## src/sps_pkg.sv

```systemverilog
package sps_pkg;

  // Register offsets (byte addresses)
  localparam logic [7:0] OFS_CTRL = 8'h00;
  localparam logic [7:0] OFS_ENTRY_SEL = 8'h04;
  localparam logic [7:0] OFS_ENTRY = 8'h08;
  localparam logic [7:0] OFS_STEP = 8'h0C;
  localparam logic [7:0] OFS_LINE_CTRL = 8'h10;
  localparam logic [7:0] OFS_CAPTURE = 8'h14;

  // Control register fields
  localparam int CTRL_ENABLE_BIT = 0;
  localparam int CTRL_SETUP_BIT = 1;
  localparam int CTRL_WRAP_BIT = 2;
  localparam int CTRL_COUNT_LSB = 8;
  localparam int CTRL_MAXLEN_LSB = 16;

  // Entry register fields
  localparam int ENTRY_SRC_LSB = 8;
  localparam int ENTRY_RPT_LSB = 16;

  // Step register fields
  localparam int STEP_ADV_BIT = 0;
  localparam int STEP_REW_BIT = 1;
  localparam int STEP_REP_LSB = 8;
  localparam int STEP_ACTIVE_BIT = 16;

  // Capture register fields
  localparam int CAP_BURST_BIT = 0;
  localparam int CAP_STREAM_BIT = 1;
  localparam int CAP_STOP_BIT = 2;
  localparam int CAP_ONE_FRAME_BIT = 3;
  localparam int CAP_RUNNING_BIT = 4;

  // Input line roles, two bits per line
  localparam logic [1:0] LINE_OFF = 2'h0;
  localparam logic [1:0] LINE_STEP = 2'h1;
  localparam logic [1:0] LINE_REWIND = 2'h2;

  // Step source codes
  localparam logic [7:0] SRC_INTEG = 8'h80;
  localparam logic [7:0] SRC_EDGE = 8'h82;
  localparam logic [7:0] SRC_LEVEL = 8'h84;

  // Sizes and reset values
  localparam int SEQ_DEPTH = 32;
  localparam int LINE_COUNT = 2;
  localparam logic [7:0] RST_SET_COUNT = 8'h20;

endpackage : sps_pkg

```

## src/sps_line_sync.sv

```systemverilog
module sps_line_sync #(
  parameter int WIDTH = 2
) (
  input wire logic i_sys_clk,
  input wire logic i_rst_n,
  input wire logic [WIDTH-1:0] i_lines,
  output logic [WIDTH-1:0] o_level,
  output logic [WIDTH-1:0] o_rise
);

  typedef struct packed {
    logic [WIDTH-1:0] meta;
    logic [WIDTH-1:0] sync;
    logic [WIDTH-1:0] prev;
  } sps_sync_t;

  sps_sync_t s_q;
  sps_sync_t s_d;

  ////////////////////////////////////////////////////////////////////////////
  // Two flops before use; only the second stage feeds the edge detector

  always_comb
  begin
    s_d = s_q;
    s_d.meta = i_lines;
    s_d.sync = s_q.meta;
    s_d.prev = s_q.sync;
  end

  always_ff @(posedge i_sys_clk or negedge i_rst_n)
  begin
    if (!i_rst_n)
    begin
      s_q <= '0;
    end
    else
    begin
      s_q <= s_d;
    end
  end

  assign o_level = s_q.sync;
  assign o_rise = s_q.sync & ~s_q.prev;

endmodule : sps_line_sync

```

## src/sps_stepper.sv

```systemverilog
// Summary of operation
// - Each entry is applied to n consecutive images, n its repeat count.
// - Each of two input lines can be a step input or a rewind input.
// - Two lines both set as step inputs are ANDed into one condition.
// - Level stepping advances at every image while the step input is high.
// - Level changes are accepted any time, not aligned to images.
// - Edge stepping advances exactly one entry per rising edge, at once.
// - Step source is stored separately for every entry.
// - The rewind input is always edge sensitive.
// - A rewind input rising edge returns the pointer to the first entry.
// - Software commands step and rewind like the input lines.
// - Images beyond the programmed length keep the final entry, or wrap to the first when the wrap bit is set.
// - Disabling sequencing invalidates storage; host reloads before re-enabling.
// - Burst or streaming start command rewinds the sequence.
// - Single-frame capture rewinds the sequence on every capture.
// - Source 80 integration, 82 rising edge, 84 high level, others as 80.
// - Repeat count zero acts as one.
// - Each manual advance write steps once, honouring the repeat count.
// - Storage holds 32 complete entries.
//
// Chosen here: strobed register access and the register addresses.
module sps_stepper #(
  parameter int DEPTH = sps_pkg::SEQ_DEPTH,
  parameter int LINES = sps_pkg::LINE_COUNT
) (
  input wire logic i_sys_clk,
  input wire logic i_rst_n,
  input wire logic [7:0] i_addr,
  input wire logic [31:0] i_wr_data,
  input wire logic i_wr_en,
  input wire logic i_rd_en,
  output logic [31:0] o_rd_data,
  input wire logic i_integ_start,
  input wire logic [LINES-1:0] i_input_lines,
  output logic [$clog2(DEPTH)-1:0] o_seq_index,
  output logic o_seq_active,
  output logic o_setup_preview,
  output logic o_capturing
);

  localparam int IW = $clog2(DEPTH);

  typedef struct packed {
    logic [31:0] rd_data;
    logic enable;
    logic setup;
    logic wrap;
    logic [7:0] set_count;
    logic [IW-1:0] sel;
    logic [2*LINES-1:0] line_ctrl;
    logic [IW-1:0] ptr;
    logic [7:0] rep;
    logic capturing;
    logic one_frame;
    logic valid;
    logic step_prev;
    logic [IW-1:0] index_out;
    logic active_out;
    logic [DEPTH-1:0][7:0] src;
    logic [DEPTH-1:0][7:0] rpt;
  } sps_state_t;

  sps_state_t s_q;
  sps_state_t s_d;

  logic [LINES-1:0] line_lvl;
  logic [LINES-1:0] line_rise;

  ////////////////////////////////////////////////////////////////////////////
  // Helpers

  function automatic logic [7:0] eff_source(input logic [7:0] code);
    if (code == sps_pkg::SRC_EDGE || code == sps_pkg::SRC_LEVEL)
    begin
      return code;
    end
    return sps_pkg::SRC_INTEG;
  endfunction : eff_source

  function automatic logic [7:0] eff_repeat(input logic [7:0] cnt);
    return (cnt == 8'h00) ? 8'h01 : cnt;
  endfunction : eff_repeat

  function automatic logic [IW-1:0] last_index(input logic [7:0] cnt);
    if (cnt == 8'h00)
    begin
      return '0;
    end
    if (32'(cnt) > DEPTH)
    begin
      return IW'(DEPTH - 1);
    end
    return IW'(cnt - 8'h01);
  endfunction : last_index

  function automatic logic [IW-1:0] next_index(input logic [IW-1:0] cur,
                                               input logic [7:0] cnt,
                                               input logic wrap);
    if (cur >= last_index(cnt))
    begin
      return wrap ? '0 : cur;
    end
    return IW'(cur + 1'b1);
  endfunction : next_index

  ////////////////////////////////////////////////////////////////////////////
  // Line synchroniser

  sps_line_sync #(
    .WIDTH(LINES)
  ) u_sync (
    .i_sys_clk(i_sys_clk),
    .i_rst_n(i_rst_n),
    .i_lines(i_input_lines),
    .o_level(line_lvl),
    .o_rise(line_rise)
  );

  ////////////////////////////////////////////////////////////////////////////
  // Next state

  logic [LINES-1:0] step_mask;
  logic [LINES-1:0] rew_mask;
  logic step_lvl;
  logic step_rise;
  logic rew_rise;
  logic wr_ctrl;
  logic wr_step;
  logic wr_cap;
  logic cap_cmd;
  logic rewind;
  logic active;
  logic img_step;
  logic [7:0] cur_src;
  logic cnt_evt;
  logic edge_adv;

  always_comb
  begin
    for (int i = 0; i < LINES; i++)
    begin
      step_mask[i] = (s_q.line_ctrl[2*i +: 2] == sps_pkg::LINE_STEP);
      rew_mask[i] = (s_q.line_ctrl[2*i +: 2] == sps_pkg::LINE_REWIND);
    end
  end

  // Unused step lines count as high so the AND sees only the step lines
  assign step_lvl = (step_mask != '0) && (&(line_lvl | ~step_mask));
  assign step_rise = step_lvl & ~s_q.step_prev;
  assign rew_rise = |(line_rise & rew_mask);

  assign wr_ctrl = i_wr_en && (i_addr == sps_pkg::OFS_CTRL);
  assign wr_step = i_wr_en && (i_addr == sps_pkg::OFS_STEP);
  assign wr_cap = i_wr_en && (i_addr == sps_pkg::OFS_CAPTURE);
  assign cap_cmd = wr_cap && (i_wr_data[sps_pkg::CAP_BURST_BIT] ||
                              i_wr_data[sps_pkg::CAP_STREAM_BIT]);
  assign active = s_q.enable && s_q.valid;
  assign img_step = i_integ_start && s_q.capturing && !s_q.one_frame;
  assign cur_src = eff_source(s_q.src[s_q.ptr]);

  always_comb
  begin
    cnt_evt = wr_step && i_wr_data[sps_pkg::STEP_ADV_BIT];
    edge_adv = 1'b0;
    unique case (cur_src)
      sps_pkg::SRC_EDGE:
      begin
        edge_adv = step_rise;
      end
      sps_pkg::SRC_LEVEL:
      begin
        // Level is sampled at the image, wherever it changed before
        cnt_evt = cnt_evt || (img_step && step_lvl);
      end
      default:
      begin
        cnt_evt = cnt_evt || img_step;
      end
    endcase
  end

  assign rewind = rew_rise || cap_cmd ||
                  (wr_step && i_wr_data[sps_pkg::STEP_REW_BIT]) ||
                  (i_integ_start && s_q.one_frame);

  always_comb
  begin
    s_d = s_q;
    s_d.rd_data = '0;
    s_d.step_prev = step_lvl;

    // Register writes
    if (wr_ctrl)
    begin
      s_d.enable = i_wr_data[sps_pkg::CTRL_ENABLE_BIT];
      s_d.setup = i_wr_data[sps_pkg::CTRL_SETUP_BIT];
      s_d.wrap = i_wr_data[sps_pkg::CTRL_WRAP_BIT];
      s_d.set_count = i_wr_data[sps_pkg::CTRL_COUNT_LSB +: 8];
    end
    if (i_wr_en && i_addr == sps_pkg::OFS_ENTRY_SEL)
    begin
      s_d.sel = i_wr_data[IW-1:0];
    end
    if (i_wr_en && i_addr == sps_pkg::OFS_LINE_CTRL)
    begin
      s_d.line_ctrl = i_wr_data[2*LINES-1:0];
    end
    if (wr_cap)
    begin
      s_d.one_frame = i_wr_data[sps_pkg::CAP_ONE_FRAME_BIT];
      if (i_wr_data[sps_pkg::CAP_STOP_BIT])
      begin
        s_d.capturing = 1'b0;
      end
      if (cap_cmd)
      begin
        s_d.capturing = 1'b1;
      end
    end

    // Storage goes stale when sequencing is switched off; an entry write
    // in the same cycle still counts as a reload
    if (s_q.enable && !s_d.enable)
    begin
      s_d.valid = 1'b0;
    end
    if (i_wr_en && i_addr == sps_pkg::OFS_ENTRY)
    begin
      s_d.src[s_q.sel] = i_wr_data[sps_pkg::ENTRY_SRC_LSB +: 8];
      s_d.rpt[s_q.sel] = i_wr_data[sps_pkg::ENTRY_RPT_LSB +: 8];
      s_d.valid = 1'b1;
    end

    // Pointer: rewind beats any step arriving in the same cycle
    if (rewind)
    begin
      s_d.ptr = '0;
      s_d.rep = '0;
    end
    else if (active && (edge_adv ||
             (cnt_evt && (8'(s_q.rep + 8'h01) >= eff_repeat(s_q.rpt[s_q.ptr])))))
    begin
      s_d.ptr = next_index(s_q.ptr, s_q.set_count, s_q.wrap);
      s_d.rep = '0;
    end
    else if (active && cnt_evt)
    begin
      s_d.rep = 8'(s_q.rep + 8'h01);
    end

    // Read data, one cycle after the strobe
    if (i_rd_en)
    begin
      unique case (i_addr)
        sps_pkg::OFS_CTRL:
        begin
          s_d.rd_data[sps_pkg::CTRL_ENABLE_BIT] = s_q.enable;
          s_d.rd_data[sps_pkg::CTRL_SETUP_BIT] = s_q.setup;
          s_d.rd_data[sps_pkg::CTRL_WRAP_BIT] = s_q.wrap;
          s_d.rd_data[sps_pkg::CTRL_COUNT_LSB +: 8] = s_q.set_count;
          s_d.rd_data[sps_pkg::CTRL_MAXLEN_LSB +: 8] = 8'(DEPTH);
        end
        sps_pkg::OFS_ENTRY_SEL:
        begin
          s_d.rd_data[IW-1:0] = s_q.sel;
        end
        sps_pkg::OFS_ENTRY:
        begin
          s_d.rd_data[sps_pkg::ENTRY_SRC_LSB +: 8] = s_q.src[s_q.sel];
          s_d.rd_data[sps_pkg::ENTRY_RPT_LSB +: 8] = s_q.rpt[s_q.sel];
        end
        sps_pkg::OFS_STEP:
        begin
          s_d.rd_data[IW-1:0] = s_q.ptr;
          s_d.rd_data[sps_pkg::STEP_REP_LSB +: 8] = s_q.rep;
          s_d.rd_data[sps_pkg::STEP_ACTIVE_BIT] = active;
        end
        sps_pkg::OFS_LINE_CTRL:
        begin
          s_d.rd_data[2*LINES-1:0] = s_q.line_ctrl;
        end
        sps_pkg::OFS_CAPTURE:
        begin
          s_d.rd_data[sps_pkg::CAP_ONE_FRAME_BIT] = s_q.one_frame;
          s_d.rd_data[sps_pkg::CAP_RUNNING_BIT] = s_q.capturing;
        end
        default:
        begin
          s_d.rd_data = '0;
        end
      endcase
    end

    // Preview shows the entry being edited so its effect is visible
    s_d.index_out = s_d.setup ? s_d.sel : s_d.ptr;
    s_d.active_out = s_d.enable && s_d.valid;
  end

  always_ff @(posedge i_sys_clk or negedge i_rst_n)
  begin
    if (!i_rst_n)
    begin
      s_q <= '0;
      s_q.set_count <= sps_pkg::RST_SET_COUNT;
    end
    else
    begin
      s_q <= s_d;
    end
  end

  assign o_rd_data = s_q.rd_data;
  assign o_seq_index = s_q.index_out;
  assign o_seq_active = s_q.active_out;
  assign o_setup_preview = s_q.setup;
  assign o_capturing = s_q.capturing;
endmodule : sps_stepper
```

## config.mk

```make
export PLATFORM = sky130hd
export DESIGN_NAME = sps_stepper
export DESIGN_NICKNAME = d
export VERILOG_FILES = /design/src/sps_pkg.sv /design/src/sps_line_sync.sv /design/src/sps_stepper.sv
export SDC_FILE = /design/constraint.sdc
export NUM_CORES = 1
export LEC_CHECK = 0
export BUFFER_PORTS_ARGS = -buffer_cell sky130_fd_sc_hd__buf_2
export CAP_MARGIN = 20
export CORE_MARGIN = 2
export CORE_UTILIZATION = 48
export DETAILED_ROUTE_END_ITERATION = 16
export GPL_ROUTABILITY_DRIVEN = 0
export GPL_TIMING_DRIVEN = 0
export PLACE_DENSITY_LB_ADDON = 0.25
export SYNTH_ARGS = -nofsm -noshare
export SYNTH_HDL_FRONTEND = slang
export SYNTH_SLANG_ARGS = --single-unit
export TNS_END_PERCENT = 30
```

## constraint.sdc

```tcl
create_clock -name i_sys_clk -period 12.6 [get_ports i_sys_clk]
set_input_delay 2.52 -clock i_sys_clk [delete_from_list [all_inputs] [get_ports i_sys_clk]]
set_output_delay 2.52 -clock i_sys_clk [all_outputs]
set_load 0.02 [all_outputs]
```

# Word-level counts from Yosys, hierarchy flattened

Cells that the tools add are included.

Register bits after elaboration: 593

$lt $le $gt $ge: 6
Equal/unequal tests: 13
Add/sub/neg operators: 3
Bitwise operators: 7
Multiplexer cells: 54
Reduce and logical (&&, ||, !) cells: 40

Operators with widths:

| operator              | number |
|---|---|
| $bwmux W256           | 2 |
| $bmux W8 S5           | 4 |
| $mux W8               | 10 |
| $mux W5               | 12 |
| $demux W8 S5          | 1 |
| $eq A8 B8 Y1 const B  | 4 |
| $pmux W9 S3           | 1 |
| $logic_not A8 Y1      | 3 |
| $mux W24              | 1 |
| $logic_and A1 B1 Y1   | 21 |
| $eq A8 B4 Y1 const B  | 2 |
| $eq A8 B5 Y1 const B  | 2 |
| $mux W1               | 16 |
| $pmux W7 S2           | 1 |
| $mux W13              | 1 |
| $lt A5 B6 Y1 const B  | 2 |
| $pmux W3 S4           | 1 |
| $mux W11              | 1 |
| $add A8 B1 Y8 const B | 1 |
| $eq A8 B3 Y1 const B  | 1 |
| $ge A8 B8 Y1          | 1 |
| $gt A8 B6 Y1 const B  | 1 |
| $logic_or A1 B1 Y1    | 8 |
| $add A5 B1 Y5 const B | 1 |
| other kinds (18)      | 25 |

# Longest topological paths before layout

Gate-level depths: netlist of run 1.

Depth after elaboration: 28
Mapped depth: 21
Mapped depth without buffers: 16

# Hierarchy

Synthesis of run 1 repeated with hierarchy kept, for this count alone.

Cells, all modules: 2,089
Area total of the unflattened synthesis: 30,161.4 um^2

By module, submodules not included:

| module        | times used | cells each | area each (um^2) | seq. area each (um^2) |
|---|---|---|---|---|
| sps_stepper   | 1          | 2,079      | 29,968.7         | 14,415.1 |
| sps_line_sync | 1          | 10         | 192.7            | 150.1 |

# Worst setup path before layout of run 1

OpenSTA, ideal clock, no wires.

Path type: input-to-reg
From: input i_addr[7]
To: register s_q[0] in the netlist's numbering
Data required time: 12.475 ns
Cell stages on the path: 9
Arrival time: 4.736 ns
Path buffers: 2
Path slack: 7.739 ns
Cell sequence: nor4_1 > and3b_1 > and2_1 > nand2_1 > or3_1 > clkbuf_1 > nor2_1 > buf_2 > mux2_2

Longest elaborated chain between the ends: 2

Ends and longest elaborated chain:

| element             | RTL line           | RTL |
|---|---|---|
| from (decl)         | sps_stepper.sv:28  | `input wire logic [7:0] i_addr,` |
| $eq A8 B4 Y1        | sps_stepper.sv:227 | `if (i_wr_en && i_addr == sps_pkg::OFS_ENTRY)` |
| $logic_and A1 B1 Y1 | sps_stepper.sv:227 |  |
| to (decl)           | sps_stepper.sv:63  | `sps_state_t s_q;` |

Every way passes these cells.
A chain may end at the register's enable or synchronous reset.

==> flow_metrics.py, run 1 <==
metrics = {
    "cells_and_area": {
        "syn_to_final_growth_pct": 14.03,
        "regArea_um2": 14570,
        "fin_cells": 3167,
        "finalNetCount": 2337,
        "drive_gt1_share_pct": 46.01,
        "fin_util_pct": 55.00,
        "multi_input_area_um2": 14620,
        "antenna_cells": 0,
        "fill_cells": 5134,
    },
    "detailed_routing": {
        "vias_per_cell": 6.735,
        "via_count": 21330,
        "dr.pass1.iters": 7,
        "routedWlPerCell_um": 33.02,
        "drtAntennaViolNets": 0,
        "wirelength_mm": 104.6,
        "drc_errors": 0,
        "drt_iter0_drc": 2454,
    },
    "grt": {
        "track_usage_pct": 32.98,
        "grt_pass1_vias": 21870,
        "antenna_found_initial": 1,
        "grt-ovfl-total": 0,
        "grt_max_degree": 127,
        "grt_first_pass_wirelength_mm": 151.9,
    },
    "clocking": {
        "clock-root-buffer": "clkbuf_16",
        "clk_pin_slew_ps": 60,
        "cts_made_buffers": 67,
        "cts.sinks": 582,
        "cts_tree": "yes",
        "cts_hold_buf": 0,
        "cts_resized": 0,
        "htree_levels": 3,
        "clock_latency_ps": 640,
        "postCtsSetupBuffers": 0,
        "cts_max_path_buffers": 3,
    },
    "critical_path": {
        "end_kind": "flop",
        "reg2reg_depth": 20,
        "crit_required_ps": 13120,
        "r2r_slack_ps": 5870,
        "r2r_start": "s_q[531]$_DFF_PN0_",
        "setup.worst_path.start_class": "flop",
        "arrival_ps": 7240,
        "r2r-end": "o_seq_index[1]$_DFF_PN0_",
        "setup.worst_path.start": "s_q[531]$_DFF_PN0_",
        "path_class": "flop to flop",
        "worst-path-max-fanout": 10,
    },
    "floorplanning": {
        "pin_count": 87,
        "die_h_um": 255.1,
        "start_util_pct": 48.23,
        "core_um2": 62740,
        "fp.dieW_um": 255.1,
        "die_area_um2": 65060,
        "rows": 92,
    },
    "synthesis": {
        "ys_seq_elements": 582,
        "synth_warnings": 0,
        "ys.flop_type": "dfrtp_1",
        "synth_cell_types": 76,
        "synth_edf_count": 0,
        "avgSynthCellArea_um2": 14.48,
        "syn_inst": 2090,
        "syn_area_um2": 30260,
        "ys_async_sr_fraction_pct": 100.0,
        "ys_seq_area_share_pct": 48.14,
    },
    "worst_hold_path": {
        "min_to": "u_sync.o_level[1]$_DFF_PN0_",
        "hold_path.startpoint": "u_sync.s_d[3]$_DFF_PN0_",
        "worstHoldPathCells": 0,
        "hp-class": "flop to flop",
    },
    "timing": {
        "tightest_slew_ps": 1222,
        "finalClockSkew_ps": 29.81,
        "slew-limit-headroom_pct": 18.26,
        "whs_ps": 346.1,
        "setup-violations-final": 0,
        "fin_crit_ps": 6727,
        "period_share_pct": 53.39,
        "rsz0062_at_grt": "no",
        "slew_viol_final": 0,
        "fmax_ghz": 0.1486,
        "hold_viol_final": 0,
    },
    "outcome": {
        "outcome": "completed",
    },
    "placed_design": {
        "dp.cells": 3045,
        "place_hpwl_mm": 74.06,
        "io_buffers": 64,
    },
    "power": {
        "powerDensity_nw_per_um2": 117.4,
        "p_leak_nw": 15.62,
        "ir_drop_uv": 96.72,
        "design_power_total_mw": 4.050,
    },
    "job": {
        "cap_violations": 0,
    },
}
## sequential cells by signal (all words and copies together), names as in the netlist
| register | flops |
|---|---|
| u_sync.s_d | 2 |
| s_q | 547 |
| o_seq_index | 5 |
| u_sync.s_q | 2 |
| u_sync.o_level | 2 |
| o_setup_preview | 1 |
| o_rd_data | 21 |
| o_seq_active | 1 |
| o_capturing | 1 |
## worst max path at each step
stage                                     to  slack [ps]
floorplan                 s_q[0]$_DFFE_PN0P_        7740
global placement         s_q[54]$_DFFE_PN0P_       -2820
detailed placement  o_seq_index[1]$_DFF_PN0_        6040
CTS                 o_seq_index[1]$_DFF_PN0_        6030
global route        o_seq_index[3]$_DFF_PN0_        5750
finish              o_seq_index[1]$_DFF_PN0_        5870
## synth_stat cells, types with 9 or more instances
cell	instances	share of area, %
dfrtp_1	581	48
mux2_2	532	20
mux4_2	222	17
clkbuf_1	108	1.3
nor2_1	69	0.86
a22oi_1	59	1.5
nand2_1	45	0.56
buf_2	42	0.69
buf_4	39	0.97
a21oi_1	30	0.50
mux2i_1	24	0.79
nor3_1	23	0.38
nor4b_1	20	0.58
buf_1	19	0.24
nand3_1	18	0.30
ha_1	17	0.70
o21ai_0	16	0.26
and2_1	11	0.23
nand4_1	11	0.23
a31oi_1	10	0.21
nor4_1	10	0.21
a222oi_1	9	0.30
and3_1	9	0.19
inv_1	9	0.11
## cells in the final DEF (no fill, tap or decap), types with 9 or more instances in the layout
cell type and instances:
and3_1 9, o21ai_0 16, nor3_1 21, a31oi_1 10, a22oi_1 59, buf_2 105, clkinv_2 9, buf_1 19
buf_4 39, clkbuf_1 129, conb_1 11, and2_1 11, buf_16 11, buf_8 19, clkbuf_8 11, nor2_1 69
nor4_1 10, nand3_1 18, nor4b_1 20, buf_6 17, nand4_1 11, mux2_2 532, a222oi_1 9, inv_1 9
mux4_2 222, mux2i_1 24, a21oi_1 30, clkbuf_16 69, nand2_1 45, ha_1 17, dfrtp_1 581
## cell families (layout without fill, tap and decap cells)
group | Yosys count | after routing | share of synthesized area [%]
simple gates | 270 | 270 | 4.999
flops | 582 | 582 | 48.14
xor+xnor | 12 | 12 | 0.3473
mux | 778 | 778 | 37.12
buf+inv | 226 | 447 | 3.701
fa+ha+maj | 17 | 17 | 0.7029
other cells | 1 | 11 | 0.01239
compound gates | 204 | 204 | 4.987
## critical path, cell delays in order (launching register included)
cell       delay (ps)
dfrtp_1           420
buf_6             200
clkbuf_1          800
buf_2             490
buf_1             690
buf_1             700
mux4_2            420
mux4_2            490
mux2i_1           150
o21ai_0           120
ha_1              280
nand2b_1           90
a21oi_1            60
nor2b_1           110
o2111ai_1         110
a31oi_1           510
and2_1            290
a221o_1           150
buf_6             170
nand3_2           100
a311oi_2          250
## stage by stage
step | instance area, um2 | setup TNS [ps] | setup WS [ps]
after detailed placement | 32320 | 0 | 6042
final | 34500 | 0 | 5873
after global placement | 31680 | -1575540 | -2817
after global routing | 34500 | 0 | 5750
after floorplan | 30300 | 0 | 7739
after CTS | 34450 | 0 | 6032
## metal layers
layer,wire length [um],part of all wire [%],global-route usage (%)
met1,40340,39,43.90
met2,47860,46,49.98
met3,9970,9.5,8.268
met4,6383,6.1,17.79
met5,17,0.016,0
## power by group
| group | leakage [nW] | total, mW | switching (mW) | internal (mW) |
|---|---|---|---|---|
| logic | 6.47 | 0.243 | 0.170 | 0.0731 |
| registers | 8.11 | 1.89 | 0.00834 | 1.88 |
| clock network | 1.05 | 1.92 | 0.805 | 1.12 |
## cell type report
| class | instances | area share [%] |
|---|---|---|
| tap | 846 | 3.068 |
| sequential | 582 | 42.21 |
| inverter | 10 | 0.1088 |
| buffer | 216 | 3.137 |
| clock inverter | 16 | 0.4751 |
| clock buffer | 101 | 5.672 |
| multi-input combinational | 1292 | 42.38 |
| timing repair buffer | 104 | 2.948 |
Power figures use the tool's default switching activity.
==> run 2: changes to the inputs <==
clock period = 5.9 ns   (was 12.6 ns; I/O delays follow)
==> flow_metrics.py, run 2 (synthesized netlist as in run 1, its figures left out) <==
metrics = {
    "clocking": {
        "clk_pin_slew_ps": 50,
        "cts_made_buffers": 67,
        "htree_levels": 3,
        "clock_latency_ps": 640,
        "cts.sinks": 582,
        "clock-root-buffer": "clkbuf_16",
        "postCtsSetupBuffers": 0,
        "cts_tree": "yes",
        "cts_max_path_buffers": 3,
    },
    "critical_path": {
        "r2r-end": "o_seq_index[3]$_DFF_PN0_",
        "path_class": "flop to flop",
        "max_stage_delay_ps": 610,
        "critPathBufInv": 5,
        "crit_path_end": "o_seq_index[3]$_DFF_PN0_",
        "arrival_ps": 6360,
        "crit_required_ps": 6370,
        "crit_cells": 19,
        "r2r_slack_ps": 10,
        "r2r_start": "s_q[533]$_DFF_PN0_",
        "end_kind": "flop",
        "reg2reg_depth": 19,
        "setup.worst_path.start": "s_q[533]$_DFF_PN0_",
        "worst-path-max-fanout": 15,
        "critPathTopFamily": "buffers and inverters",
        "cp_cell_sequence": "clkbuf_1, buf_1, buf_8, clkbuf_2, mux4_2, mux2i_1, nand4_1, o21ai_0, ha_1, nand2b_1, a21oi_1, nor2b_1, o2111ai_1, a31oi_1, and2_1, a221o_1, buf_6, a21oi_2, o211ai_1",
        "setup.worst_path.start_class": "flop",
        "slowest_stage": "buf_1",
    },
    "cells_and_area": {
        "finalNetCount": 2334,
        "layout_common_cells": "dfrtp_1, mux2_2, mux4_2",
        "layout_commonest_cell": "dfrtp_1",
        "largest_reg_flops": 547,
        "regMostFlops": "s_q",
        "fin_util_pct": 55.05,
        "fill_cells": 5125,
        "multi_input_area_um2": 14640,
        "drive_gt1_share_pct": 46.25,
        "syn_to_final_growth_pct": 14.14,
        "fin_cells": 3165,
        "regArea_um2": 14570,
    },
    "timing": {
        "tightest_slew_ps": 1232,
        "hold_viol_final": 0,
        "setup_tns_ps": 0,
        "slew_viol_final": 0,
        "fin_crit_ps": 5889,
        "setup-violations-final": 0,
        "slew-limit-headroom_pct": 17.57,
        "period_share_pct": 99.81,
        "fmax_ghz": 0.1698,
        "rsz0062_at_grt": "no",
        "finalClockSkew_ps": 33.36,
        "timing.final.ws_setup_ps": 10.94,
    },
    "power": {
        "design_power_total_mw": 8.644,
        "ir_drop_uv": 206.9,
        "pwr-share-clk_pct": 47.4,
        "p_switching_mw": 2.095,
        "comb_power_share_pct": 6.0,
        "seqPwrFrac_pct": 46.6,
        "sw_frac_of_total_pct": 24.24,
        "p_leak_nw": 15.63,
        "p_int_mw": 6.549,
        "powerDensity_nw_per_um2": 250.3,
    },
    "floorplanning": {
        "start_util_pct": 48.23,
        "rows": 92,
        "die_area_um2": 65060,
        "pin_count": 87,
        "core_um2": 62740,
        "die_h_um": 255.1,
        "fp.dieW_um": 255.1,
    },
    "placed_design": {
        "io_buffers": 64,
        "pre_cts_ws_ps": -657.9,
        "dp.cells": 3045,
        "place_hpwl_mm": 74.06,
    },
    "detailed_routing": {
        "via_count": 21250,
        "routedWlPerCell_um": 33.04,
        "wirelength_mm": 104.6,
        "drtAntennaViolNets": 0,
        "drc_errors": 0,
        "vias_per_cell": 6.712,
        "dr.pass1.iters": 7,
        "drt_iter0_drc": 2502,
    },
    "grt": {
        "grt_first_pass_wirelength_mm": 151.8,
        "track_usage_pct": 32.96,
        "grt_max_degree": 127,
        "grt-ovfl-total": 0,
        "antenna_found_initial": 0,
        "grt_pass1_vias": 21900,
    },
    "job": {
        "cap_violations": 0,
    },
    "outcome": {
        "outcome": "completed",
    },
    "worst_hold_path": {
        "hp-class": "flop to flop",
    },
}
-- run 2: cell count changes in the layout (fill, tap and decap cells not counted), sizes merged --
cell | previous run | this run
clkbuf | 210 | 212
buf | 211 | 205
diode | 0 | 1
clkdlybuf4s15 | 0 | 1
-- run 2: metal layers --
metal / up-vias / GRT usage [%] / wire length (um)
li1: 8375 / - / -
met1: 11240 / 43.76 / 40230
met2: 1300 / 49.60 / 47880
met3: 331 / 8.461 / 10300
met4: 0 / 18.41 / 6178
met5: - / 0 / 0
-- run 2: stage by stage --
| stage | hold slack (ps) | cell area (um2) |
|---|---|---|
| floorplan | 331.2 | 30300 |
| global placement | 331.8 | 31680 |
| detailed placement | 334.7 | 32320 |
| CTS | 347.4 | 34460 |
| global route | 350.1 | 34530 |
| finish | 345.8 | 34540 |
-- run 2: layout make-up --
type                       instances  share of cell area (%)
inverter                          10                  0.1087
buffer                           213                   3.166
sequential                       582                   42.17
antenna                            1                0.007246
timing repair buffer             104                   2.945
clock buffer                     101                   5.666
tap                              846                   3.065
clock inverter                    16                  0.4746
multi-input combinational       1292                   42.39
-- run 2: timing repair --
item,CTS,global route
resized for setup,5,9
pin swaps,0,0
hold buffers,0,0
setup endpoints to repair,18,18
-- run 2: how the worst min path moves through the flow --
stage	start	to	slack [ps]	cells past startpoint
after floorplan	u_sync.s_d[2]$_DFF_PN0_	u_sync.o_level[0]$_DFF_PN0_	330	0
after global placement	u_sync.s_d[3]$_DFF_PN0_	u_sync.o_level[1]$_DFF_PN0_	330	0
after detailed placement	u_sync.s_d[2]$_DFF_PN0_	u_sync.o_level[0]$_DFF_PN0_	330	0
after CTS	u_sync.s_d[2]$_DFF_PN0_	u_sync.o_level[0]$_DFF_PN0_	350	0
after global routing	u_sync.s_d[3]$_DFF_PN0_	u_sync.o_level[1]$_DFF_PN0_	350	0
final	u_sync.s_d[3]$_DFF_PN0_	u_sync.o_level[1]$_DFF_PN0_	350	0
-- run 2: power groups by stage --
stage	Sequential [mW]	Combinational [mW]	Clock, mW
3_3_place_gp	4.10	0.472	0
5_1_grt	4.03	0.557	4.30
6_report	4.03	0.521	4.09
3_5_place_dp	4.10	0.510	0
2_1_floorplan	4.09	0.239	0
4_1_cts	4.03	0.512	4.12
